===== config.mk =====
export PLATFORM = sky130hd
export DESIGN_NAME = fwsr_host
export DESIGN_NICKNAME = d
export VERILOG_FILES = /design/src/fwsr_pkg.sv /design/src/fwsr_host.sv
export SDC_FILE = /design/constraint.sdc
export NUM_CORES = 1
export LEC_CHECK = 0
export BUFFER_PORTS_ARGS = -buffer_cell sky130_fd_sc_hd__buf_2
export CORE_ASPECT_RATIO = 0.5
export CORE_MARGIN = 5
export CORE_UTILIZATION = 45
export DETAILED_ROUTE_END_ITERATION = 7
export PLACE_DENSITY = 0.85
export SYNTH_ARGS = -nofsm -noshare
export SYNTH_HDL_FRONTEND = slang
export SYNTH_SLANG_ARGS = --single-unit

===== constraint.sdc =====
create_clock -name clock -period 1.9 [get_ports clock]
set_input_delay 0.38 -clock clock [delete_from_list [all_inputs] [get_ports clock]]
set_output_delay 0.38 -clock clock [all_outputs]
set_load 0.005 [all_outputs]

===== src/fwsr_pkg.sv =====
// Package for the flash write-status host controller.
package fwsr_pkg;

  // Register byte offsets on the APB side.
  localparam logic [7:0] REG_CTRL = 8'h00;
  localparam logic [7:0] REG_ADDR = 8'h04;
  localparam logic [7:0] REG_DATA = 8'h08;
  localparam logic [7:0] REG_STATUS = 8'h0C;

  // Control register fields.
  localparam int CTRL_START = 0;
  localparam int CTRL_MODE_LSB = 1;
  localparam int CTRL_MODE_WIDTH = 2;

  // Status register fields.
  localparam int ST_BUSY = 0;
  localparam int ST_DONE = 1;
  localparam int ST_FAIL = 2;
  localparam int ST_TIMER = 3;
  localparam int ST_SUSP = 4;
  localparam int ST_DATA_LSB = 8;

  // Flash data bit positions of the status bits.
  localparam int POLL_BIT = 7;
  localparam int DEV_TOGGLE_BIT = 6;
  localparam int LIMIT_BIT = 5;
  localparam int TIMER_BIT = 3;
  localparam int SECT_TOGGLE_BIT = 2;

  // Reset command byte.
  localparam logic [7:0] RESET_CMD = 8'hF0;

  // Flash bus cycle timing, in nanoseconds and clock cycles at 4 ns.
  localparam int CLOCK_NS = 4;
  localparam int READ_CYCLE_NS = 150;
  localparam int READ_CYCLES = (READ_CYCLE_NS + CLOCK_NS - 1) / CLOCK_NS;
  localparam int WRITE_PULSE_NS = 60;
  localparam int WRITE_CYCLES = (WRITE_PULSE_NS + CLOCK_NS - 1) / CLOCK_NS;
  localparam int COUNT_WIDTH = 8;

  typedef enum logic [1:0] {
    MODE_POLL = 2'h0,
    MODE_TOGGLE = 2'h1,
    MODE_TIMER = 2'h2,
    MODE_RESET = 2'h3
  } fwsr_mode_type;

  typedef struct packed {
    logic chip_en_n;
    logic out_en_n;
    logic write_en_n;
    logic [18:0] addr;
    logic [7:0] data_out;
    logic data_oe;
  } fwsr_flash_out_type;

endpackage


===== src/fwsr_host.sv =====
// Host controller that runs the flash polling, toggle and timer checks.
//
// The APB interface to the registers and the register addresses were chosen for this implementation.
`timescale 1ns/1ps
`default_nettype none
module fwsr_host
  import fwsr_pkg::*;
(
  input wire logic clock, // System clock.
  input wire logic reset_n, // Synchronous reset, active low.
  input wire logic psel, // APB select.
  input wire logic penable, // APB enable.
  input wire logic pwrite, // APB direction.
  input wire logic [7:0] paddr, // APB byte address.
  input wire logic [31:0] pwdata, // APB write data.
  output logic [31:0] prdata, // APB read data.
  output logic pready, // APB ready.
  output logic pslverr, // APB error.
  output fwsr_flash_out_type flash_out, // Flash strobes, address and data drive.
  input wire logic [7:0] flash_data_in // Flash data pins as read.
);

  typedef enum logic [2:0] {
    IDLE, READ_LOW, READ_TAKE, WRITE_LOW, WRITE_HOLD, EVAL
  } fwsr_state_type;

  fwsr_state_type state, next_state;
  fwsr_mode_type mode, next_mode;
  logic [18:0] addr, next_addr;
  logic [7:0] data, next_data;
  logic [7:0] last, next_last;
  logic [1:0] reads, next_reads;
  logic busy, next_busy;
  logic done, next_done;
  logic fail, next_fail;
  logic timer, next_timer;
  logic susp, next_susp;
  logic confirm, next_confirm;
  logic [1:0] moved, next_moved;
  logic limit_seen, next_limit_seen;
  logic [COUNT_WIDTH-1:0] count, next_count;
  fwsr_flash_out_type next_flash_out;
  logic [7:0] sync1, sync2;

  // Flash data passes two flip-flops before any logic reads it.
  always_ff @(posedge clock) begin
    if (!reset_n) begin
      sync1 <= 8'h00;
      sync2 <= 8'h00;
    end else begin
      sync1 <= flash_data_in;
      sync2 <= sync1;
    end
  end

  function automatic logic toggled(input logic [7:0] a, input logic [7:0] b, input int pos);
    toggled = a[pos] ^ b[pos];
  endfunction

  wire logic apb_write = psel && penable && pwrite;
  wire logic start = apb_write && (paddr == REG_CTRL) && pwdata[CTRL_START] && !busy;
  // Toggle movement is judged between this read and the one before it, never within one read.
  wire logic any_toggle = |moved;

  always_comb begin
    next_state = state;
    next_mode = mode;
    next_addr = addr;
    next_data = data;
    next_last = last;
    next_reads = reads;
    next_busy = busy;
    next_done = done;
    next_fail = fail;
    next_timer = timer;
    next_susp = susp;
    next_count = count;
    next_flash_out = flash_out;
    next_confirm = confirm;
    next_moved = moved;
    next_limit_seen = limit_seen;
    if (apb_write && !busy && paddr == REG_ADDR) begin
      next_addr = pwdata[18:0];
    end
    if (apb_write && !busy && paddr == REG_DATA) begin
      next_data = pwdata[7:0];
    end
    unique case (state)
      IDLE: begin
        if (start) begin
          next_mode = fwsr_mode_type'(pwdata[CTRL_MODE_LSB +: CTRL_MODE_WIDTH]);
          next_busy = 1'b1;
          next_done = 1'b0;
          next_fail = 1'b0;
          next_reads = 2'd0;
          next_confirm = 1'b0;
          next_susp = 1'b0;
          next_count = COUNT_WIDTH'(WRITE_CYCLES);
          next_flash_out.addr = addr;
          next_flash_out.chip_en_n = 1'b0;
          if (fwsr_mode_type'(pwdata[CTRL_MODE_LSB +: CTRL_MODE_WIDTH]) == MODE_RESET) begin
            next_flash_out.write_en_n = 1'b0;
            next_flash_out.data_out = RESET_CMD;
            next_flash_out.data_oe = 1'b1;
            next_state = WRITE_LOW;
          end else begin
            next_flash_out.out_en_n = 1'b0;
            next_count = COUNT_WIDTH'(READ_CYCLES);
            next_state = READ_LOW;
          end
        end
      end
      WRITE_LOW: begin
        next_count = count - 1'b1;
        if (count == '0) begin
          next_flash_out.write_en_n = 1'b1;
          next_state = WRITE_HOLD;
        end
      end
      // The byte is latched on the rising write strobe, so data and select stay one more cycle.
      WRITE_HOLD: begin
        next_flash_out.chip_en_n = 1'b1;
        next_flash_out.data_oe = 1'b0;
        next_busy = 1'b0;
        next_done = 1'b1;
        next_state = IDLE;
      end
      READ_LOW: begin
        next_count = count - 1'b1;
        if (count == '0) begin
          next_flash_out.out_en_n = 1'b1;
          next_flash_out.chip_en_n = 1'b1;
          next_state = READ_TAKE;
        end
      end
      READ_TAKE: begin
        next_moved = {toggled(sync2, last, DEV_TOGGLE_BIT), toggled(sync2, last, SECT_TOGGLE_BIT)};
        next_limit_seen = last[LIMIT_BIT];
        next_last = sync2;
        next_reads = (reads == 2'd3) ? reads : reads + 2'd1;
        next_state = EVAL;
      end
      EVAL: begin
        next_state = READ_LOW;
        next_count = COUNT_WIDTH'(READ_CYCLES);
        next_flash_out.out_en_n = 1'b0;
        next_flash_out.chip_en_n = 1'b0;
        unique case (mode)
          MODE_POLL: begin
            if (last[POLL_BIT] == data[POLL_BIT] && reads >= 2'd2) begin
              // The read on which the polling bit flips may carry stale low bits, so one more is taken.
              if (confirm) begin
                next_done = 1'b1;
              end else begin
                next_confirm = 1'b1;
              end
            end else if (limit_seen && reads >= 2'd2) begin
              next_fail = 1'b1;
            end
            next_susp = 1'b0;
          end
          MODE_TOGGLE: begin
            // A still device bit with a moving sector bit marks a suspended erase; checking goes on.
            next_susp = (reads >= 2'd2) && !moved[1] && moved[0];
            if (reads >= 2'd2 && !any_toggle) begin
              next_done = 1'b1;
            end else if (reads >= 2'd3 && limit_seen) begin
              next_fail = 1'b1;
            end
          end
          MODE_TIMER: begin
            next_timer = last[TIMER_BIT];
            next_done = 1'b1;
          end
          MODE_RESET: begin
            next_done = 1'b1;
          end
        endcase
        if (next_done || next_fail) begin
          next_busy = 1'b0;
          next_flash_out.out_en_n = 1'b1;
          next_flash_out.chip_en_n = 1'b1;
          next_state = IDLE;
        end
      end
      default: next_state = IDLE;
    endcase
  end

  always_ff @(posedge clock) begin
    if (!reset_n) begin
      state <= IDLE;
      mode <= MODE_POLL;
      addr <= '0;
      data <= 8'h00;
      last <= 8'h00;
      reads <= 2'd0;
      busy <= 1'b0;
      done <= 1'b0;
      fail <= 1'b0;
      timer <= 1'b0;
      susp <= 1'b0;
      confirm <= 1'b0;
      moved <= 2'b00;
      limit_seen <= 1'b0;
      count <= '0;
      flash_out <= '{chip_en_n: 1'b1, out_en_n: 1'b1, write_en_n: 1'b1, addr: '0, data_out: 8'h00, data_oe: 1'b0};
    end else begin
      state <= next_state;
      mode <= next_mode;
      addr <= next_addr;
      data <= next_data;
      last <= next_last;
      reads <= next_reads;
      busy <= next_busy;
      done <= next_done;
      fail <= next_fail;
      timer <= next_timer;
      susp <= next_susp;
      confirm <= next_confirm;
      moved <= next_moved;
      limit_seen <= next_limit_seen;
      count <= next_count;
      flash_out <= next_flash_out;
    end
  end

  // Zero-wait APB slave; reads are combinational from registers.
  assign pready = 1'b1;
  assign pslverr = psel && penable && (paddr != REG_CTRL) && (paddr != REG_ADDR)
    && (paddr != REG_DATA) && (paddr != REG_STATUS);
  always_comb begin
    prdata = 32'h0000_0000;
    unique case (paddr)
      REG_CTRL: prdata[CTRL_MODE_LSB +: CTRL_MODE_WIDTH] = mode;
      REG_ADDR: prdata[18:0] = addr;
      REG_DATA: prdata[7:0] = data;
      REG_STATUS: begin
        prdata[ST_BUSY] = busy;
        prdata[ST_DONE] = done;
        prdata[ST_FAIL] = fail;
        prdata[ST_TIMER] = timer;
        prdata[ST_SUSP] = susp;
        prdata[ST_DATA_LSB +: 8] = last;
      end
      default: prdata = 32'h0000_0000;
    endcase
  end

  // Strobes never overlap, and read data bus is released while reading.
  strobe_excl_a: assert property (@(posedge clock) disable iff (!reset_n)
    !(!flash_out.out_en_n && !flash_out.write_en_n)) else $error("read and write strobes both low");
  reset_byte_a: assert property (@(posedge clock) disable iff (!reset_n)
    !flash_out.write_en_n |-> flash_out.data_out == RESET_CMD && flash_out.data_oe)
    else $error("write strobe without reset byte");
  double_read_a: assert property (@(posedge clock) disable iff (!reset_n)
    $rose(done) && mode == MODE_TOGGLE |-> reads >= 2'd2) else $error("toggle done before two reads");
  fail_recheck_a: assert property (@(posedge clock) disable iff (!reset_n)
    $rose(fail) && mode == MODE_TOGGLE |-> reads == 2'd3) else $error("toggle fail without recheck");
  poll_addr_a: assert property (@(posedge clock) disable iff (!reset_n)
    !flash_out.out_en_n |-> flash_out.addr == addr) else $error("poll read at wrong address");
  read_len_a: assert property (@(posedge clock) disable iff (!reset_n)
    $fell(flash_out.out_en_n) |-> !flash_out.out_en_n [*8]) else $error("read pulse too short");
  busy_clear_a: assert property (@(posedge clock) disable iff (!reset_n)
    $rose(fail) |-> !busy && flash_out.chip_en_n) else $error("fail left bus active");
  timer_take_a: assert property (@(posedge clock) disable iff (!reset_n)
    state == EVAL && mode == MODE_TIMER |=> timer == $past(last[TIMER_BIT])) else $error("timer bit not taken");
  poll_confirm_a: assert property (@(posedge clock) disable iff (!reset_n)
    $rose(done) && mode == MODE_POLL |-> confirm) else $error("poll done without a confirming read");
  write_hold_a: assert property (@(posedge clock) disable iff (!reset_n)
    $rose(flash_out.write_en_n) |-> flash_out.data_oe && !flash_out.chip_en_n)
    else $error("command byte released with the write strobe");
  cover_poll_c: cover property (@(posedge clock) $rose(done) && mode == MODE_POLL);
  cover_toggle_c: cover property (@(posedge clock) $rose(done) && mode == MODE_TOGGLE);
  cover_fail_c: cover property (@(posedge clock) $rose(fail));
  cover_reset_c: cover property (@(posedge clock) !flash_out.write_en_n);

endmodule
`default_nettype wire


==> results.cfg <==
[drt]
wl_per_cell_um = 15.1
detail-route-antenna-nets = 0
first_iter_violations = 310
vias_per_cell = 5.23
first_pass_iters = 5
drc = 0
drt-total-wl_um = 11200
via_count = 3884

[power]
p_int_mw = 3.40
powerDensity_nw_per_um2 = 782
switchingPower_mw = 0.882
clock_power_share_pct = 46.9
leakage_nw = 2.46
power_mw = 4.28
swShare_pct = 20.6
power_frac_seq_pct = 49.0
max-vdd-ir-drop_v = 0.000523
p_comb_share_pct = 4.2

[global_route]
antenna_found_initial = 0
grt_max_degree = 56
overflow = 0
grt_usage_pct = 18.2
grt_pass1_vias = 3566
grt_pass1_wl_um = 17400

[cts]
cts.clk_slew.worst_paths_ns = 0.06
cts_buffers = 9
cts.sinks = 99
cts_tree = done
clk_latency_ns = 0.34
cts.path.max_buffers = 2
htree_levels = 3
cts_root_buf = clkbuf_16
ctsHoldBuffers = 0

[worst_hold_path]
hold_path.class = primary input to register

[final_layout]
final_common_cell = dfxtp_1
n_antenna_cell = 0
stdcell_count = 742
final_util_pct = 58.1
mostFrequentLayoutCells = dfxtp_1 (96), buf_2 (82), nand2_1 (75)
fin_nets = 659
area_delta_synth_final_pct = 26.2
layout-drive-gt1-share_pct = 28.7

[flow_run]
drv_cap = 0

[logic_synthesis]
avgSynthCellArea_um2 = 8.69
yosys_warnings = 0
synth-seq-cells = 99
async_reset_ff_share_pct = 0
ys.flop_type = dfxtp_1
syn_inst = 499
netlist_area_um2 = 4340
yosysSeqAreaShare_pct = 45.7
synth_edf_count = 0
ys_types = 54

[worst_setup_path]
critPathMaxFanout = 8
critPathLaunch = paddr[3]
required_ns = 1.52
reg2reg_to = flash_out[28]$_SDFFE_PN1P_
r2r-start = busy$_SDFFE_PN0P_
ff2ff_path_depth = 6
worstSetupEndpoint = prdata[4]
r2r_slack_ns = 0.07
worstSetupStartpointType = primary input
critPathCaptureType = output pin
path_class = primary input to output pin
arrival_ns = 1.49

[die]
die_h_um = 79.4
coreArea_um2 = 9420
die_area_um2 = 11800
start_util_pct = 46.0
fp-row-count = 25
io_pins = 118
die_w_um = 149

[sta]
fmax_mhz = 534
setup_ws_ns = 0.0259
layout_min_cycle_time_ns = 1.87
setup_violations = 0
fin_crit_sh_pct = 98.6
fin_tns_setup_ns = 0
rsz0062_at_grt = true
maxSlewViolCount = 0
hold_viol = 0
skew_ns = 0.00640

[place]
hpwlAfterDp_um = 7740
dp_cells = 719
io_buffers = 86
pre_cts_slack_ns = -0.179
gp_congestion = 0.872

[status]
status = completed
==> per-stage QoR <==
step                      hold slack, ns  instance area, um^2
final                              0.240                 5470
after CTS                          0.237                 5350
after global placement             0.417                 4980
after detailed placement           0.422                 4980
after floorplan                    0.412                 4400
after global routing               0.248                 5470
==> synth_stat cells, types with 4 or more instances <==
library cell | n | area (um^2)
nor2b_1 | 5 | 31.3
nor3_1 | 5 | 25.0
clkbuf_1 | 23 | 86.3
dfxtp_1 | 99 | 1980
a31oi_1 | 4 | 25.0
a21oi_1 | 42 | 210
and2_1 | 16 | 100
o21ai_0 | 19 | 95.1
buf_4 | 22 | 165
a211oi_1 | 7 | 52.6
buf_2 | 4 | 20.0
nand2_1 | 76 | 285
inv_1 | 7 | 26.3
ha_1 | 4 | 50.1
a22oi_1 | 7 | 52.6
nor2_1 | 59 | 221
mux2i_1 | 35 | 350
and3_1 | 6 | 37.5
==> registers in the layout (all words and copies together), names as in the netlist, 3 cells and up <==
| name | cells |
|---|---|
| addr | 19 |
| sync2 | 8 |
| count | 8 |
| sync1 | 8 |
| state | 3 |
| flash_out | 24 |
| last | 8 |
| data | 8 |
==> critical path, stage by stage <==
cell	delay [ns]
buf_2	0.20
buf_4	0.17
mux2_2	0.35
a22oi_1	0.21
nor2_1	0.06
buf_2	0.13
==> kinds of logic after synthesis <==
family,after synthesis,synth area share [%]
AND/OR/NAND/NOR,194,21.1
flip-flops,99,45.7
AO/OA/AOI/OAI,97,13.7
buffers and inverters,59,7.47
multiplexers,40,9.90
adder cells (fa/ha/maj),4,1.15
XOR/XNOR,4,0.808
other,2,0.173
==> final cells by class <==
| type | instances | area [um^2] |
|---|---|---|
| fill | 730 | 3940 |
| sequential | 99 | 1990 |
| inverter | 7 | 26.3 |
| clock buffer | 11 | 253 |
| timing repair buffer | 128 | 803 |
| clock inverter | 5 | 85.1 |
| tap | 135 | 169 |
| multi-input combinational | 357 | 2150 |
==> how the worst min path moves through the flow <==
stage	cells past startpoint	slack, ns	start	endpoint
final	2	0.24	flash_data_in[1]	sync1[1]$_SDFF_PN0_
after global routing	2	0.25	flash_data_in[0]	sync1[0]$_SDFF_PN0_
after CTS	2	0.24	flash_data_in[1]	sync1[1]$_SDFF_PN0_
after detailed placement	1	0.42	sync1[0]$_SDFF_PN0_	sync2[0]$_SDFF_PN0_
after global placement	1	0.42	sync1[0]$_SDFF_PN0_	sync2[0]$_SDFF_PN0_
after floorplan	1	0.41	sync1[0]$_SDFF_PN0_	sync2[0]$_SDFF_PN0_
==> power groups by stage <==
| stage | combinational, mW | sequential [mW] | clock, mW |
|---|---|---|---|
| after detailed placement | 0.164 | 2.14 | 0 |
| final | 0.178 | 2.09 | 2.01 |
| after global placement | 0.160 | 2.14 | 0 |
| after CTS | 0.167 | 2.09 | 2.02 |
| after floorplan | 0.108 | 2.14 | 0 |
| after global routing | 0.192 | 2.10 | 2.12 |
==> routing by layer <==
layer / vias up / GRT usage, % / routed length [um]
met5: - / 0 / 0
met3: 26 / 4.31 / 768
li1: 1886 / - / -
met2: 158 / 30.6 / 5330
met1: 1814 / 23.2 / 4910
met4: 0 / 6.03 / 219
==> repair_timing <==
action / in CTS / in global routing
gates cloned: 0 / 0
resized for setup: 4 / 26
pin swaps: 1 / 3
buffers inserted: 3 / 4
setup endpoints to repair: 12 / 42
No activity file was read; power rests on OpenSTA's default activity.
